## src/pdc_pkg.sv

```systemverilog
`default_nettype none
package pdc_pkg;
   localparam int unsigned PORT0_W  = 8;
   localparam int unsigned PORT1_W  = 7;
   localparam int unsigned PIN_W    = PORT0_W + PORT1_W;
   localparam int unsigned ADDR_W   = 8;
   localparam int unsigned DATA_W   = 32;

   // Register indices; the byte address on the bus is four times the index.
   localparam logic [ADDR_W-1:0] IDX_PORT0_DIR = 8'h08;
   localparam logic [ADDR_W-1:0] IDX_PORT1_DIR = 8'h09;
   localparam logic [ADDR_W-1:0] IDX_PORT0_OUT = 8'h0A;
   localparam logic [ADDR_W-1:0] IDX_PORT1_OUT = 8'h0B;
   localparam logic [ADDR_W-1:0] IDX_PIN_LEVEL = 8'h0C;
   localparam int unsigned       IDX_SHIFT     = 2;

   localparam logic [PORT0_W-1:0] PORT0_DIR_RST = 8'h00;
   localparam logic [PORT1_W-1:0] PORT1_DIR_RST = 7'h00;
   localparam logic [PORT0_W-1:0] PORT0_OUT_RST = 8'h00;
   localparam logic [PORT1_W-1:0] PORT1_OUT_RST = 7'h00;

   typedef struct packed {
      logic [PIN_W-1:0] drive;     // Level driven while enabled.
      logic [PIN_W-1:0] oe_n;      // Low while the pin is driven.
      logic [PIN_W-1:0] pullup_en; // Weak pull-up switched on.
   } pdc_pins_s;

   localparam pdc_pins_s PINS_RST = '{drive: 15'h0000, oe_n: 15'h7FFF, pullup_en: 15'h0000};
endpackage
`default_nettype wire

```

## src/pdc_port_dir.sv

```systemverilog
// Added by the designer: the Wishbone register port.
`default_nettype none
module pdc_port_dir (
   input  wire logic                        ref_clk,   // System clock, 10 MHz.
   input  wire logic                        nrst,      // Asynchronous reset, active low.
   input  wire logic                        wb_cyc_i,  // Wishbone cycle.
   input  wire logic                        wb_stb_i,  // Wishbone strobe.
   input  wire logic                        wb_we_i,   // Wishbone write enable.
   input  wire logic [pdc_pkg::ADDR_W-1:0]  wb_adr_i,  // Wishbone byte address.
   input  wire logic [3:0]                  wb_sel_i,  // Wishbone byte selects.
   input  wire logic [pdc_pkg::DATA_W-1:0]  wb_dat_i,  // Wishbone write data.
   output var  logic [pdc_pkg::DATA_W-1:0]  wb_dat_o,  // Wishbone read data.
   output var  logic                        wb_ack_o,  // Wishbone acknowledge.
   input  wire logic [pdc_pkg::PIN_W-1:0]   pin_in,    // Pin levels, port 1 above port 0.
   output var  pdc_pkg::pdc_pins_s          pins_o     // Pin drive, enable and pull-up.
);

   ////////////////////////////////////////////////////////////////////////////////
   // Register file.

   logic [pdc_pkg::PORT0_W-1:0] p0_dir_reg;
   logic [pdc_pkg::PORT0_W-1:0] p0_dir_next;
   logic [pdc_pkg::PORT1_W-1:0] p1_dir_reg;
   logic [pdc_pkg::PORT1_W-1:0] p1_dir_next;
   logic [pdc_pkg::PORT0_W-1:0] p0_out_reg;
   logic [pdc_pkg::PORT0_W-1:0] p0_out_next;
   logic [pdc_pkg::PORT1_W-1:0] p1_out_reg;
   logic [pdc_pkg::PORT1_W-1:0] p1_out_next;
   logic [pdc_pkg::PIN_W-1:0]   level_reg;
   logic [pdc_pkg::PIN_W-1:0]   level_next;
   logic [pdc_pkg::ADDR_W-1:0]  reg_idx;
   logic                        access;
   logic                        wr_lane0;

   assign reg_idx  = wb_adr_i >> pdc_pkg::IDX_SHIFT;
   assign access   = wb_cyc_i & wb_stb_i & ~wb_ack_o;
   // Only byte lane 0 carries write data (pin levels read back on lanes 0 and 1); a write without it changes nothing.
   assign wr_lane0 = access & wb_we_i & wb_sel_i[0];

   always_comb begin
      p0_dir_next = p0_dir_reg;
      p1_dir_next = p1_dir_reg;
      p0_out_next = p0_out_reg;
      p1_out_next = p1_out_reg;
      level_next  = pin_in;
      if (wr_lane0) begin
         case (reg_idx)
            pdc_pkg::IDX_PORT0_DIR: p0_dir_next = wb_dat_i[pdc_pkg::PORT0_W-1:0];
            pdc_pkg::IDX_PORT1_DIR: p1_dir_next = wb_dat_i[pdc_pkg::PORT1_W-1:0];
            pdc_pkg::IDX_PORT0_OUT: p0_out_next = wb_dat_i[pdc_pkg::PORT0_W-1:0];
            pdc_pkg::IDX_PORT1_OUT: p1_out_next = wb_dat_i[pdc_pkg::PORT1_W-1:0];
            default: begin
            end
         endcase
      end
   end

   always_ff @(posedge ref_clk or negedge nrst) begin
      if (!nrst) begin
         p0_dir_reg <= pdc_pkg::PORT0_DIR_RST;
         p1_dir_reg <= pdc_pkg::PORT1_DIR_RST;
         p0_out_reg <= pdc_pkg::PORT0_OUT_RST;
         p1_out_reg <= pdc_pkg::PORT1_OUT_RST;
         level_reg  <= '0;
      end else begin
         p0_dir_reg <= p0_dir_next;
         p1_dir_reg <= p1_dir_next;
         p0_out_reg <= p0_out_next;
         p1_out_reg <= p1_out_next;
         level_reg  <= level_next;
      end
   end

   ////////////////////////////////////////////////////////////////////////////////
   // Bus answer: every access, mapped or not, is acknowledged one cycle later.

   logic [pdc_pkg::DATA_W-1:0] rd_next;
   logic                       ack_next;

   always_comb begin
      ack_next = access;
      rd_next  = '0;
      if (access && !wb_we_i) begin
         case (reg_idx)
            pdc_pkg::IDX_PORT0_DIR: rd_next = {24'h00_0000, p0_dir_reg};
            // The reserved top bit is never stored, so it always reads zero.
            pdc_pkg::IDX_PORT1_DIR: rd_next = {25'h000_0000, p1_dir_reg};
            pdc_pkg::IDX_PORT0_OUT: rd_next = {24'h00_0000, p0_out_reg};
            pdc_pkg::IDX_PORT1_OUT: rd_next = {25'h000_0000, p1_out_reg};
            pdc_pkg::IDX_PIN_LEVEL: rd_next = {17'h0_0000, level_reg};
            default:                rd_next = '0;
         endcase
      end
   end

   always_ff @(posedge ref_clk or negedge nrst) begin
      if (!nrst) begin
         wb_ack_o <= 1'b0;
         wb_dat_o <= '0;
      end else begin
         wb_ack_o <= ack_next;
         wb_dat_o <= rd_next;
      end
   end

   ////////////////////////////////////////////////////////////////////////////////
   // Pin control, one slice per pin; registered so the pads see no decode glitches.

   logic [pdc_pkg::PIN_W-1:0] dir_all;
   logic [pdc_pkg::PIN_W-1:0] out_all;
   pdc_pkg::pdc_pins_s        pins_next;

   assign dir_all = {p1_dir_reg, p0_dir_reg};
   assign out_all = {p1_out_reg, p0_out_reg};

   for (genvar i = 0; i < pdc_pkg::PIN_W; i++) begin : g_pin
      // Each slice reads only its own direction bit.
      assign pins_next.drive[i]     = dir_all[i] & out_all[i];
      assign pins_next.oe_n[i]      = ~dir_all[i];
      assign pins_next.pullup_en[i] = ~dir_all[i] & out_all[i];
   end

   always_ff @(posedge ref_clk or negedge nrst) begin
      if (!nrst) begin
         pins_o <= pdc_pkg::PINS_RST;
      end else begin
         pins_o <= pins_next;
      end
   end

endmodule
`default_nettype wire

```

## config.mk

```make
export PLATFORM = sky130hd
export DESIGN_NAME = pdc_port_dir
export DESIGN_NICKNAME = d
export VERILOG_FILES = /design/src/pdc_pkg.sv /design/src/pdc_port_dir.sv
export SDC_FILE = /design/constraint.sdc
export NUM_CORES = 1
export LEC_CHECK = 0
export BUFFER_PORTS_ARGS = -buffer_cell sky130_fd_sc_hd__buf_2
export CELL_PAD_IN_SITES_DETAIL_PLACEMENT = 1
export CELL_PAD_IN_SITES_GLOBAL_PLACEMENT = 2
export CORE_MARGIN = 3
export CORE_UTILIZATION = 23
export DETAILED_ROUTE_END_ITERATION = 10
export MAX_ROUTING_LAYER = met4
export PLACE_DENSITY_LB_ADDON = 0.3
export SLEW_MARGIN = 20
export SYNTH_ARGS = -nofsm -noshare
export SYNTH_HDL_FRONTEND = slang
export SYNTH_SLANG_ARGS = --single-unit
```

## constraint.sdc

```tcl
create_clock -name ref_clk -period 4.79 [get_ports ref_clk]
set_input_delay 0.479 -clock ref_clk [delete_from_list [all_inputs] [get_ports ref_clk]]
set_output_delay 0.479 -clock ref_clk [all_outputs]
set_load 0.005 [all_outputs]
```

==> results.yml, run 1 <==
global_route:
  antenna_found_initial: 2
  vias_in_the_first_global_route: 2489
  grtUsageTotal: 0.111
  overflow: 0
  grt_max_degree: 71
  grt_first_pass_wirelength_mm: 14.4
outcome:
  failing_step: "5_2_route"
  run_status: "stopped before the end"
  tool.error: "[ERROR DRT-0255] Maze Route cannot find path of net ref_clk in worker of routeBox ( 96600 0 ) ( 135880 48300 )."
clock_tree:
  hold_buffers: 0
  htreeDepth: 3
  post-cts-setup-buffer-count: 0
  post_cts_gate_resize_count: 0
  cts_buffers: 9
  clock_tree.root_cell: "clkbuf_16"
  cts_max_path_buffers: 2
  cts.sinks: 106
placement:
  pre_cts_slack_ns: 1.89
  dp.final_hpwl_mm: 6.63
  placer_congestion_estimate: 0.719
  portBuffers: 95
  placed_cell_area_um2: 4550
logic_synthesis:
  library_cell_with_the_highest_instance_count_after_synthesis: "dfrtp_1"
  netlist.top_cell.by_area: "dfrtp_1"
  netlist_top_cells_count: "91 x dfrtp_1, 29 x mux2_2, 22 x and2_1, 17 x buf_4, 17 x nor2b_1"
  ys_warn_count: 0
  synth_async_reset_ratio: 1.00
  ys_top_cells_by_area: "dfrtp_1 59%, dfstp_2 10%, mux2_2 8.4%"
  synth_top_flop_cell: "dfrtp_1"
  synth_area_um2: 3880
  synth_edf_count: 0
  yosys_register_bits: 106
  yosysUniqueCellTypes: 29
  synth_sequential_area_ratio: 0.688
  synthDominantCellAreaShare: 0.587
  synthesis.instances: 281
  postSynthAreaPerCell_um2: 13.8
floorplanning:
  die_width_um: 136
  num_rows: 46
  die_h_um: 136
  floorplan.initialDensity: 0.240
  num_io_pins: 142
## metal layers
layer	GRT usage
met4	0.0538
met5	-
met2	0.166
met1	0.136
met3	0.0344
## stage by stage
step,std cells,util,hold WS [ns]
2_1_floorplan,297,-,0.183
4_1_cts,601,0.299,0.215
3_3_place_gp,585,0.282,0.430
3_5_place_dp,585,0.282,0.436
5_1_grt,603,0.299,0.217
## cells by family after synthesis
group / count (synthesis) / synth area share
DFF: 106 / 0.688
and+or+nand+nor: 72 / 0.116
AOI/OAI and AO/OA: 31 / 0.0516
buffers and inverters: 41 / 0.0564
muxes: 30 / 0.0867
other: 1 / 0.000967
==> run 2: changes to the inputs <==
Settings changed: CELL_PAD_IN_SITES_DETAIL_PLACEMENT 1 to not set, CELL_PAD_IN_SITES_GLOBAL_PLACEMENT 2 to not set, CORE_UTILIZATION 23 to 20, MAX_ROUTING_LAYER met4 to not set, PLACE_DENSITY_LB_ADDON 0.3 to 0.15.
==> run 2 against run 1 <==
Compared with the run above: the flow now finishes without violations; area after synthesis unchanged; synthesized cell count unchanged; global-route usage decreased by 1.2 points.
==> results.yml, run 2 <==
outcome:
  run_status: "finished, final reports clean"
routing:
  post-route-drc-count: 0
  postRouteWirelength_mm: 10.1
  drtIter0Drc: 67
  detailroute.via_count: 2363
  final_antenna_violating_net_count: 0
  firstDrtPassIters: 4
  post_drt_wl_per_cell_um: 15.6
  vias_per_cell: 3.66
worst_setup_path:
  startpoint_type: "input port"
  setup.reg_to_reg.worst_slack_ns: 2.49
  required_ns: 5.03
  worst_reg_to_reg_cells: 4
  crit_arrival_ns: 2.75
  regToRegStartpoint: "wb_ack_o"
  regToRegEndpoint: "p1_out_reg[3]"
  cp-end-kind: "register"
  timing_worst_setup_path_type: "in -> reg"
  worstPathMaxFanout: 9
logic_synthesis:
  netlist.top_cell.by_area: "dfrtp_1"
  synth_top_flop_cell: "dfrtp_1"
  postSynthAreaPerCell_um2: 13.8
  synth_async_reset_ratio: 1.00
  synth_sequential_area_ratio: 0.688
  ys_warn_count: 0
  synthesis.instances: 281
  synthDominantCellAreaShare: 0.587
  yosysUniqueCellTypes: 29
  netlist_top_cells_count: "91 x dfrtp_1, 29 x mux2_2, 22 x and2_1, 17 x buf_4, 17 x nor2b_1"
  ys_top_cells_by_area: "dfrtp_1 59%, dfstp_2 10%, mux2_2 8.4%"
  synth_edf_count: 0
  synth_area_um2: 3880
  yosys_register_bits: 106
  library_cell_with_the_highest_instance_count_after_synthesis: "dfrtp_1"
floorplanning:
  num_io_pins: 142
  die_width_um: 145
  core_region_area_um2: 18900
  die_h_um: 145
  num_rows: 50
  floorplan.initialDensity: 0.205
  die_area_um2: 21100
sta:
  achievable-frequency_mhz: 398
  grt_setup_unrepaired: "no"
  setup_skew_ns: 0.00627
  worst-slew-pin-transition_ns: 0.937
  final-setup-viol-count: 0
  fin_crit_ns: 2.51
  slew_violations: 0
  timing.setup.tns_ns: 0
  relative_slew_slack: 0.371
  post-route-period-util: 0.525
  final_hold_viol_count: 0
clock_tree:
  cts_max_path_buffers: 2
  cts_buffers: 9
  htreeDepth: 3
  clock_latency_ns: 0.35
  post-cts-setup-buffer-count: 0
  post_cts_gate_resize_count: 0
  hold_buffers: 0
  path_clk_slew_ns: 0.07
  clock_tree.root_cell: "clkbuf_16"
  cts.sinks: 106
  cts_tree: "yes"
layout:
  area_delta_synth_final_pct: 27.6
  layout-drive-gt1-share: 0.416
  final_nets: 444
  mostFrequentLayoutCells: "94 x buf_2, 91 x dfrtp_1, 29 x mux2_2, 22 x and2_1"
  fillers: 2026
  layout_commonest_cell: "buf_2"
  largest_register_ffs: 45
  antenna_cells: 0
run:
  drv_cap: 0
power_and_ir_drop:
  p_leak_nw: 2.48
  cellPowerDensity_nw_per_um2: 376
  irDropWorstVdd_mv: 0.174
  post-layout-total-power_mw: 1.86
global_route:
  antenna_found_initial: 0
  grt_first_pass_wirelength_mm: 15.5
  vias_in_the_first_global_route: 2457
  grtUsageTotal: 0.0984
  overflow: 0
  grt_max_degree: 69
worst_hold_path:
  hold_path_startpoint: "pin_in[13]"
  worstHoldPathCells: 1
  worstHoldEndpoint: "level_reg[13]"
  hold_path_class: "in -> reg"
placement:
  placer_congestion_estimate: 0.680
  portBuffers: 95
  dp.final_hpwl_mm: 6.75
run 2: how the worst max path moves through the flow:
stage                     start            end  depth (start not counted)
floorplan           wb_adr_i[7]  p0_out_reg[0]                          5
global placement    wb_adr_i[7]  p0_out_reg[2]                          5
detailed placement  wb_adr_i[7]  p0_out_reg[2]                          5
CTS                 wb_adr_i[7]  p0_out_reg[5]                          5
global route        wb_adr_i[7]  p0_out_reg[5]                          5
finish              wb_adr_i[7]  p0_out_reg[2]                          5
run 2: cells by family (layout without fill, tap and decap cells):
| kind of cell | Yosys count | count (layout) | synth area share |
|---|---|---|---|
| AO/OA/AOI/OAI | 31 | 31 | 0.0516 |
| buffers and inverters | 41 | 129 | 0.0564 |
| flip-flops | 106 | 106 | 0.688 |
| multiplexers | 30 | 30 | 0.0867 |
| other | 1 | 17 | 0.000967 |
| AND/OR/NAND/NOR | 72 | 72 | 0.116 |
run 2: through the flow:
step                cell area (µm²)  cells  hold slack, ns  setup WS [ns]  utilization
CTS                            4950    645           0.213           2.23        0.262
global placement               4610    629           0.431           1.86        0.244
finish                         4950    645           0.228           2.28        0.262
global route                   4950    645           0.218           2.17        0.262
floorplan                      3940    297           0.183           2.61            -
detailed placement             4610    629           0.436           1.85        0.244
run 2: metal layers:
| layer | up-vias | GRT usage | routed length, µm |
|---|---|---|---|
| met1 | 1172 | 0.133 | 4750 |
| met2 | 80 | 0.147 | 4510 |
| li1 | 1098 | - | - |
| met3 | 13 | 0.0259 | 564 |
| met5 | - | 0 | 0 |
| met4 | 0 | 0.0470 | 233 |
run 2: area by class of cell:
class                           count  area, µm²  area share
Timing Repair Buffer               97        493      0.0996
Sequential cell                   106       2670       0.540
Clock inverter                      6        113      0.0228
Multi-Input combinational cell    150       1060       0.214
Tap cell                          260        325      0.0657
Inverter                           16       60.1      0.0121
Clock buffer                       10        229      0.0463
run 2: critical path: stages:
cell     delay (ns)
buf_2          0.09
or3b_1         0.53
nor3b_4        0.60
nor3b_4        0.64
mux2_2         0.40
run 2: power breakdown:
| part | internal, mW | leakage [nW] | total (mW) | switching [mW] |
|---|---|---|---|---|
| Sequential | 0.919 | 1.35 | 0.930 | 0.0111 |
| Combinational | 0.0295 | 0.964 | 0.0811 | 0.0515 |
| Clock | 0.513 | 0.167 | 0.849 | 0.336 |
Power figures use the tool's default switching activity.
==> run 3: changes to the inputs <==
Settings changed: ABC_AREA set to 1.
Clock period 4.79 ns to 2.6 ns, I/O delays scaled along.
==> run 3 against run 2 <==
Compared with the run above: clock skew is 0.0016 ns higher; final area rose by 7.2%; global-route usage increased by 0.17 points; clock-buffer cell count rose by 3; via count up 21%; wire length is 6.1% higher; first-iteration DRC count rose by 75%; die area increased by 6.3%; core utilization grew 0.45 points; critical path type is now reg -> reg; critical endpoint is now p0_out_reg[6].
==> results.yml, run 3 <==
logic_synthesis:
  synth_async_reset_ratio: 1.00
  library_cell_with_the_highest_instance_count_after_synthesis: "dfrtp_1"
  netlist.top_cell.by_area: "dfrtp_1"
  synthDominantCellAreaShare: 0.551
  ys_warn_count: 0
  synth_area_um2: 4130
  synth_sequential_area_ratio: 0.646
  synthesis.instances: 393
  synth_top_flop_cell: "dfrtp_1"
  synth_edf_count: 0
  netlist_top_cells_count: "91 x dfrtp_1, 75 x nand2_1, 61 x inv_1, 38 x nor2_1, 29 x o21ai_2"
  ys_top_cells_by_area: "dfrtp_1 55%, dfstp_2 9.5%, nand2_1 6.8%"
  yosys_register_bits: 106
  yosysUniqueCellTypes: 22
  postSynthAreaPerCell_um2: 10.5
clock_tree:
  hold_buffers: 13
  htreeDepth: 3
  clock_tree.root_cell: "clkbuf_16"
  cts_buffers: 9
  clock_latency_ns: 0.35
  cts_max_path_buffers: 2
  cts_tree: "yes"
  post_cts_gate_resize_count: 0
  path_clk_slew_ns: 0.07
  cts.sinks: 106
  post-cts-setup-buffer-count: 0
worst_setup_path:
  worst_reg_to_reg_cells: 5
  startpoint_type: "register"
  required_ns: 2.82
  critical_path_launch_point: "wb_ack_o"
  critical_path_endpoint: "p0_out_reg[6]"
  setup.reg_to_reg.worst_slack_ns: 1.06
  regToRegStartpoint: "wb_ack_o"
  regToRegEndpoint: "p0_out_reg[6]"
  worstPathMaxFanout: 16
  timing_worst_setup_path_type: "reg -> reg"
  crit_arrival_ns: 1.76
  cp-end-kind: "register"
routing:
  post_drt_wl_per_cell_um: 13.7
  final_antenna_violating_net_count: 0
  detailroute.via_count: 2858
  firstDrtPassIters: 4
  postRouteWirelength_mm: 10.7
  vias_per_cell: 3.66
  drtIter0Drc: 117
  post-route-drc-count: 0
run:
  drv_cap: 0
layout:
  layout-drive-gt1-share: 0.344
  final_util: 0.267
  layout_commonest_cell: "buf_2"
  final_nets: 573
  area_delta_synth_final_pct: 28.4
  mostFrequentLayoutCells: "94 x buf_2, 91 x dfrtp_1, 75 x nand2_1, 61 x inv_1, 38 x nor2_1"
  fillers: 2160
  largest_register_ffs: 45
  finalInstanceArea_um2: 5310
global_route:
  grt_first_pass_wirelength_mm: 16.6
  antenna_found_initial: 2
  grt_max_degree: 41
  vias_in_the_first_global_route: 2934
  overflow: 0
  grtUsageTotal: 0.100
worst_hold_path:
  hold_path_startpoint: "pin_in[6]"
  hold_path_class: "in -> reg"
sta:
  setup_skew_ns: 0.00785
  slew_violations: 0
  final_hold_viol_count: 0
  worst-slew-pin-transition_ns: 0.784
  relative_slew_slack: 0.477
  grt_setup_unrepaired: "no"
  post-route-period-util: 0.591
  fin_worst_hold_slack_ns: 0.0214
  timing.setup.tns_ns: 0
  final-setup-viol-count: 0
  fin_crit_ns: 1.54
  achievable-frequency_mhz: 651
floorplanning:
  num_rows: 51
  floorplan.initialDensity: 0.208
  die_width_um: 150
  die_h_um: 150
  num_io_pins: 142
  die_area_um2: 22400
  core_region_area_um2: 19900
outcome:
  run_status: "finished, final reports clean"
power_and_ir_drop:
  p_leak_nw: 2.76
  irDropWorstVdd_mv: 0.254
  cellPowerDensity_nw_per_um2: 622
placement:
  placer_congestion_estimate: 0.745
  portBuffers: 95
  placed_cell_area_um2: 4870
  dp.final_hpwl_mm: 7.43
==> run 3: cell types whose count changed after synthesis, sizes merged, moves of 14 or more <==
cell,change
and2,-23
nand3,+14
o21ai,+21
inv,+49
nor2b,-17
nor2,+41
nand4,+14
mux2,-29
nand2,+72
==> run 3: how the worst min path moves through the flow <==
stage | endpoint | slack, ns | cells after the start
2_1_floorplan | level_reg[0] | -0.04 | 0
3_3_place_gp | pins_o[30] | 0.28 | 1
3_5_place_dp | pins_o[30] | 0.29 | 1
4_1_cts | level_reg[0] | 0.005 | 1
5_1_grt | level_reg[6] | 0.006 | 1
6_report | level_reg[6] | 0.02 | 1
==> run 3: final cells by class <==
| type | count | area [µm²] | share of cell area |
|---|---|---|---|
| multi-input cells | 214 | 1090 | 0.206 |
| repair buffers | 113 | 658 | 0.124 |
| flip-flops and latches | 106 | 2670 | 0.503 |
| inverters | 65 | 244 | 0.0460 |
| clock inverters | 3 | 46.3 | 0.00872 |
| clock buffers | 13 | 260 | 0.0490 |
| well taps | 265 | 332 | 0.0625 |
| diodes | 1 | 2.50 | 0.000472 |
==> run 3: metrics by stage <==
stage / setup slack (ns) / std cells / total power [mW]
after floorplan: 1.33 / 409 / 1.82
after global placement: 0.911 / 750 / 1.91
after detailed placement: 0.903 / 750 / 1.91
after CTS: 1.03 / 779 / 3.37
after global routing: 0.910 / 780 / 3.45
final: 1.06 / 780 / 3.30
==> run 3: layer usage <==
metal / vias to the layer above / GRT usage / share of wire
met5: - / 0 / 0.0012
met4: 2 / 0.0389 / 0.020
met3: 18 / 0.0330 / 0.064
met2: 88 / 0.150 / 0.45
met1: 1338 / 0.134 / 0.46
li1: 1412 / - / -
==> run 3: where the power goes <==
group          leakage [nW]  switching, mW  total [mW]  internal, mW
Sequential             1.39         0.0215        1.71          1.69
Combinational          1.22          0.119       0.183        0.0636
Clock                 0.146          0.605        1.41         0.804
Total                  2.76          0.746        3.30          2.55
==> run 3: cells by family (layout without fill, tap and decap cells) <==
logic type	Yosys count	in the layout	synth area share
compound gates	31	31	0.0639
simple gates	166	166	0.185
buf+inv	89	194	0.104
flops	106	106	0.646
other cells	1	18	0.000907
==> run 3: worst max-delay path, cell delays in order (launching register included) <==
cell     delay [ns]
dfrtp_1        0.38
nor2_1         0.16
and3_2         0.30
nand2_2        0.33
nand2_1        0.17
o21ai_2        0.06
==> run 4: changes to the inputs <==
Clock period 2.6 ns to 1.35 ns, I/O delays scaled along.
==> run 4 against run 3 <==
Compared with the run above: clock skew rose by 0.00059 ns; highest routed layer unchanged; power rose by 110%; sequential power rose by 92%; setup slack got worse by 1.0 ns; via count rose by 3.0%; combinational power rose by 110%.
==> results.yml, run 4 (synthesis results as in run 3) <==
worst_setup_path:
  cp-end-kind: "register"
  required_ns: 1.58
  crit_arrival_ns: 1.52
  timing_worst_setup_path_type: "reg -> reg"
  startpoint_type: "register"
  worstPathMaxFanout: 6
clock_tree:
  cts.sinks: 106
  path_clk_slew_ns: 0.07
  htreeDepth: 3
  clock_tree.root_cell: "clkbuf_16"
  cts_buffers: 9
  post-cts-setup-buffer-count: 0
  clock_latency_ns: 0.35
  cts_tree: "yes"
  cts_max_path_buffers: 2
sta:
  post-route-period-util: 0.952
  final_hold_viol_count: 0
  setup_ws_ns: 0.0654
  slew_violations: 0
  fin_crit_ns: 1.28
  achievable-frequency_mhz: 778
  final-setup-viol-count: 0
  setup_skew_ns: 0.00845
routing:
  drtIter0Drc: 112
  firstDrtPassIters: 4
  postRouteWirelength_mm: 10.7
  detailroute.via_count: 2945
  post_drt_wl_per_cell_um: 13.4
  final_antenna_violating_net_count: 0
  post-route-drc-count: 0
  vias_per_cell: 3.68
floorplanning:
  die_area_um2: 22400
  die_width_um: 150
  num_io_pins: 142
  die_h_um: 150
  floorplan.initialDensity: 0.208
  core_region_area_um2: 19900
  num_rows: 51
power_and_ir_drop:
  share_clk_of_total_power: 0.469
  irDropWorstVdd_mv: 0.600
  switchingPower_mw: 1.46
  seq_power_share: 0.476
  internal_power_mw: 5.46
  p_leak_nw: 2.97
  cellPowerDensity_nw_per_um2: 1210
  power.share.combinational: 0.056
  power.share.switching: 0.212
global_route:
  overflow: 0
  grtUsageTotal: 0.0998
  grt_first_pass_wirelength_mm: 16.8
  grt_max_degree: 49
  antenna_found_initial: 1
  vias_in_the_first_global_route: 3067
layout:
  layout-drive-gt1-share: 0.390
  antenna_cells: 0
  layout_commonest_cell: "buf_2"
  mostFrequentLayoutCells: "93 x buf_2, 91 x dfrtp_1, 66 x nand2_1, 60 x inv_1, 37 x nor2_1"
  final_util: 0.286
  largest_register_ffs: 45
  fillers: 2157
  final_nets: 595
  area_delta_synth_final_pct: 37.9
placement:
  pre_cts_slack_ns: -0.0295
  portBuffers: 95
  placer_congestion_estimate: 0.756
  dp.final_hpwl_mm: 7.89
run:
  drv_cap: 0
worst_hold_path:
  hold_path_class: "in -> reg"
outcome:
  run_status: "finished, final reports clean"
==> run 4: changes by cell type in the layout (fill, tap and decap cells not counted), moves of 2 or more <==
| cell | change |
|---|---|
| buf_12 | +4 |
| buf_4 | +10 |
| buf_6 | +4 |
| bufinv_16 | +3 |
| clkbuf_1 | -2 |
| dlygate4sd3_1 | +4 |
| nand2_1 | -9 |
| nand2_2 | +5 |
| nand2_4 | +3 |
==> run 4: repair_timing <==
action                                  4_1_cts  5_1_grt
gates resized for setup                       3       20
pin swaps                                     1        3
hold buffers                                 17        0
hold endpoints to repair                    109        0
cloned                                        0        1
endpoints found under the setup margin       31       27
==> run 4: cell type report <==
| class | count | area, µm² | area share |
|---|---|---|---|
| Clock inverter | 6 | 136 | 0.0239 |
| Tap cell | 265 | 332 | 0.0582 |
| Inverter | 65 | 244 | 0.0428 |
| Clock buffer | 10 | 239 | 0.0419 |
| Multi-Input combinational cell | 214 | 1160 | 0.203 |
| Timing Repair Buffer | 135 | 918 | 0.161 |
| Sequential cell | 106 | 2670 | 0.469 |
==> run 4: worst max-delay path, cell delays in order, from the launching register on <==
cell	delay [ns]
dfrtp_1	0.41
nor2_4	0.10
and3_4	0.29
nand2_4	0.10
buf_6	0.15
nand2_2	0.06
o21ai_2	0.05
==> run 4: metrics by stage <==
stage               cells  hold slack (ns)  area [µm²]   TNS, ns  power, mW
finish                801           0.0332        5700         0       6.92
global route          801           0.0401        5700   -0.0198       7.22
CTS                   801          0.00693        5600         0       7.05
detailed placement    768          0.00674        5050    -0.170       3.70
global placement      768          0.00626        5050  -0.00344       3.70
floorplan             409           -0.161        4190         0       3.50
==> run 4: path summary, 6_finish.rpt <==
path / from / end / slack [ns] / cells past startpoint
max: wb_ack_o / p0_out_reg[6] / 0.07 / 6
min: wb_cyc_i / wb_ack_o / 0.03 / 3
max reg2reg: wb_ack_o / p0_out_reg[6] / 0.07 / 6
min reg2reg: wb_ack_o / wb_ack_o / 0.47 / 1
max in group asynchronous: nrst / pins_o[22] / 0.57 / 3
min in group asynchronous: nrst / pins_o[1] / 0.18 / 2
==> run 4: routing by layer <==
layer / share of wire / global-route usage
met3: 0.065 / 0.0336
met5: 0.0012 / 0
met1: 0.45 / 0.128
met4: 0.018 / 0.0329
met2: 0.47 / 0.158
==> run 4: power by group through the flow <==
stage / Combinational [mW] / Clock [mW] / Sequential [mW]
2_1_floorplan: 0.158 / 0 / 3.34
3_3_place_gp: 0.347 / 0 / 3.35
3_5_place_dp: 0.352 / 0 / 3.35
4_1_cts: 0.392 / 3.36 / 3.29
5_1_grt: 0.440 / 3.47 / 3.30
6_report: 0.386 / 3.24 / 3.29
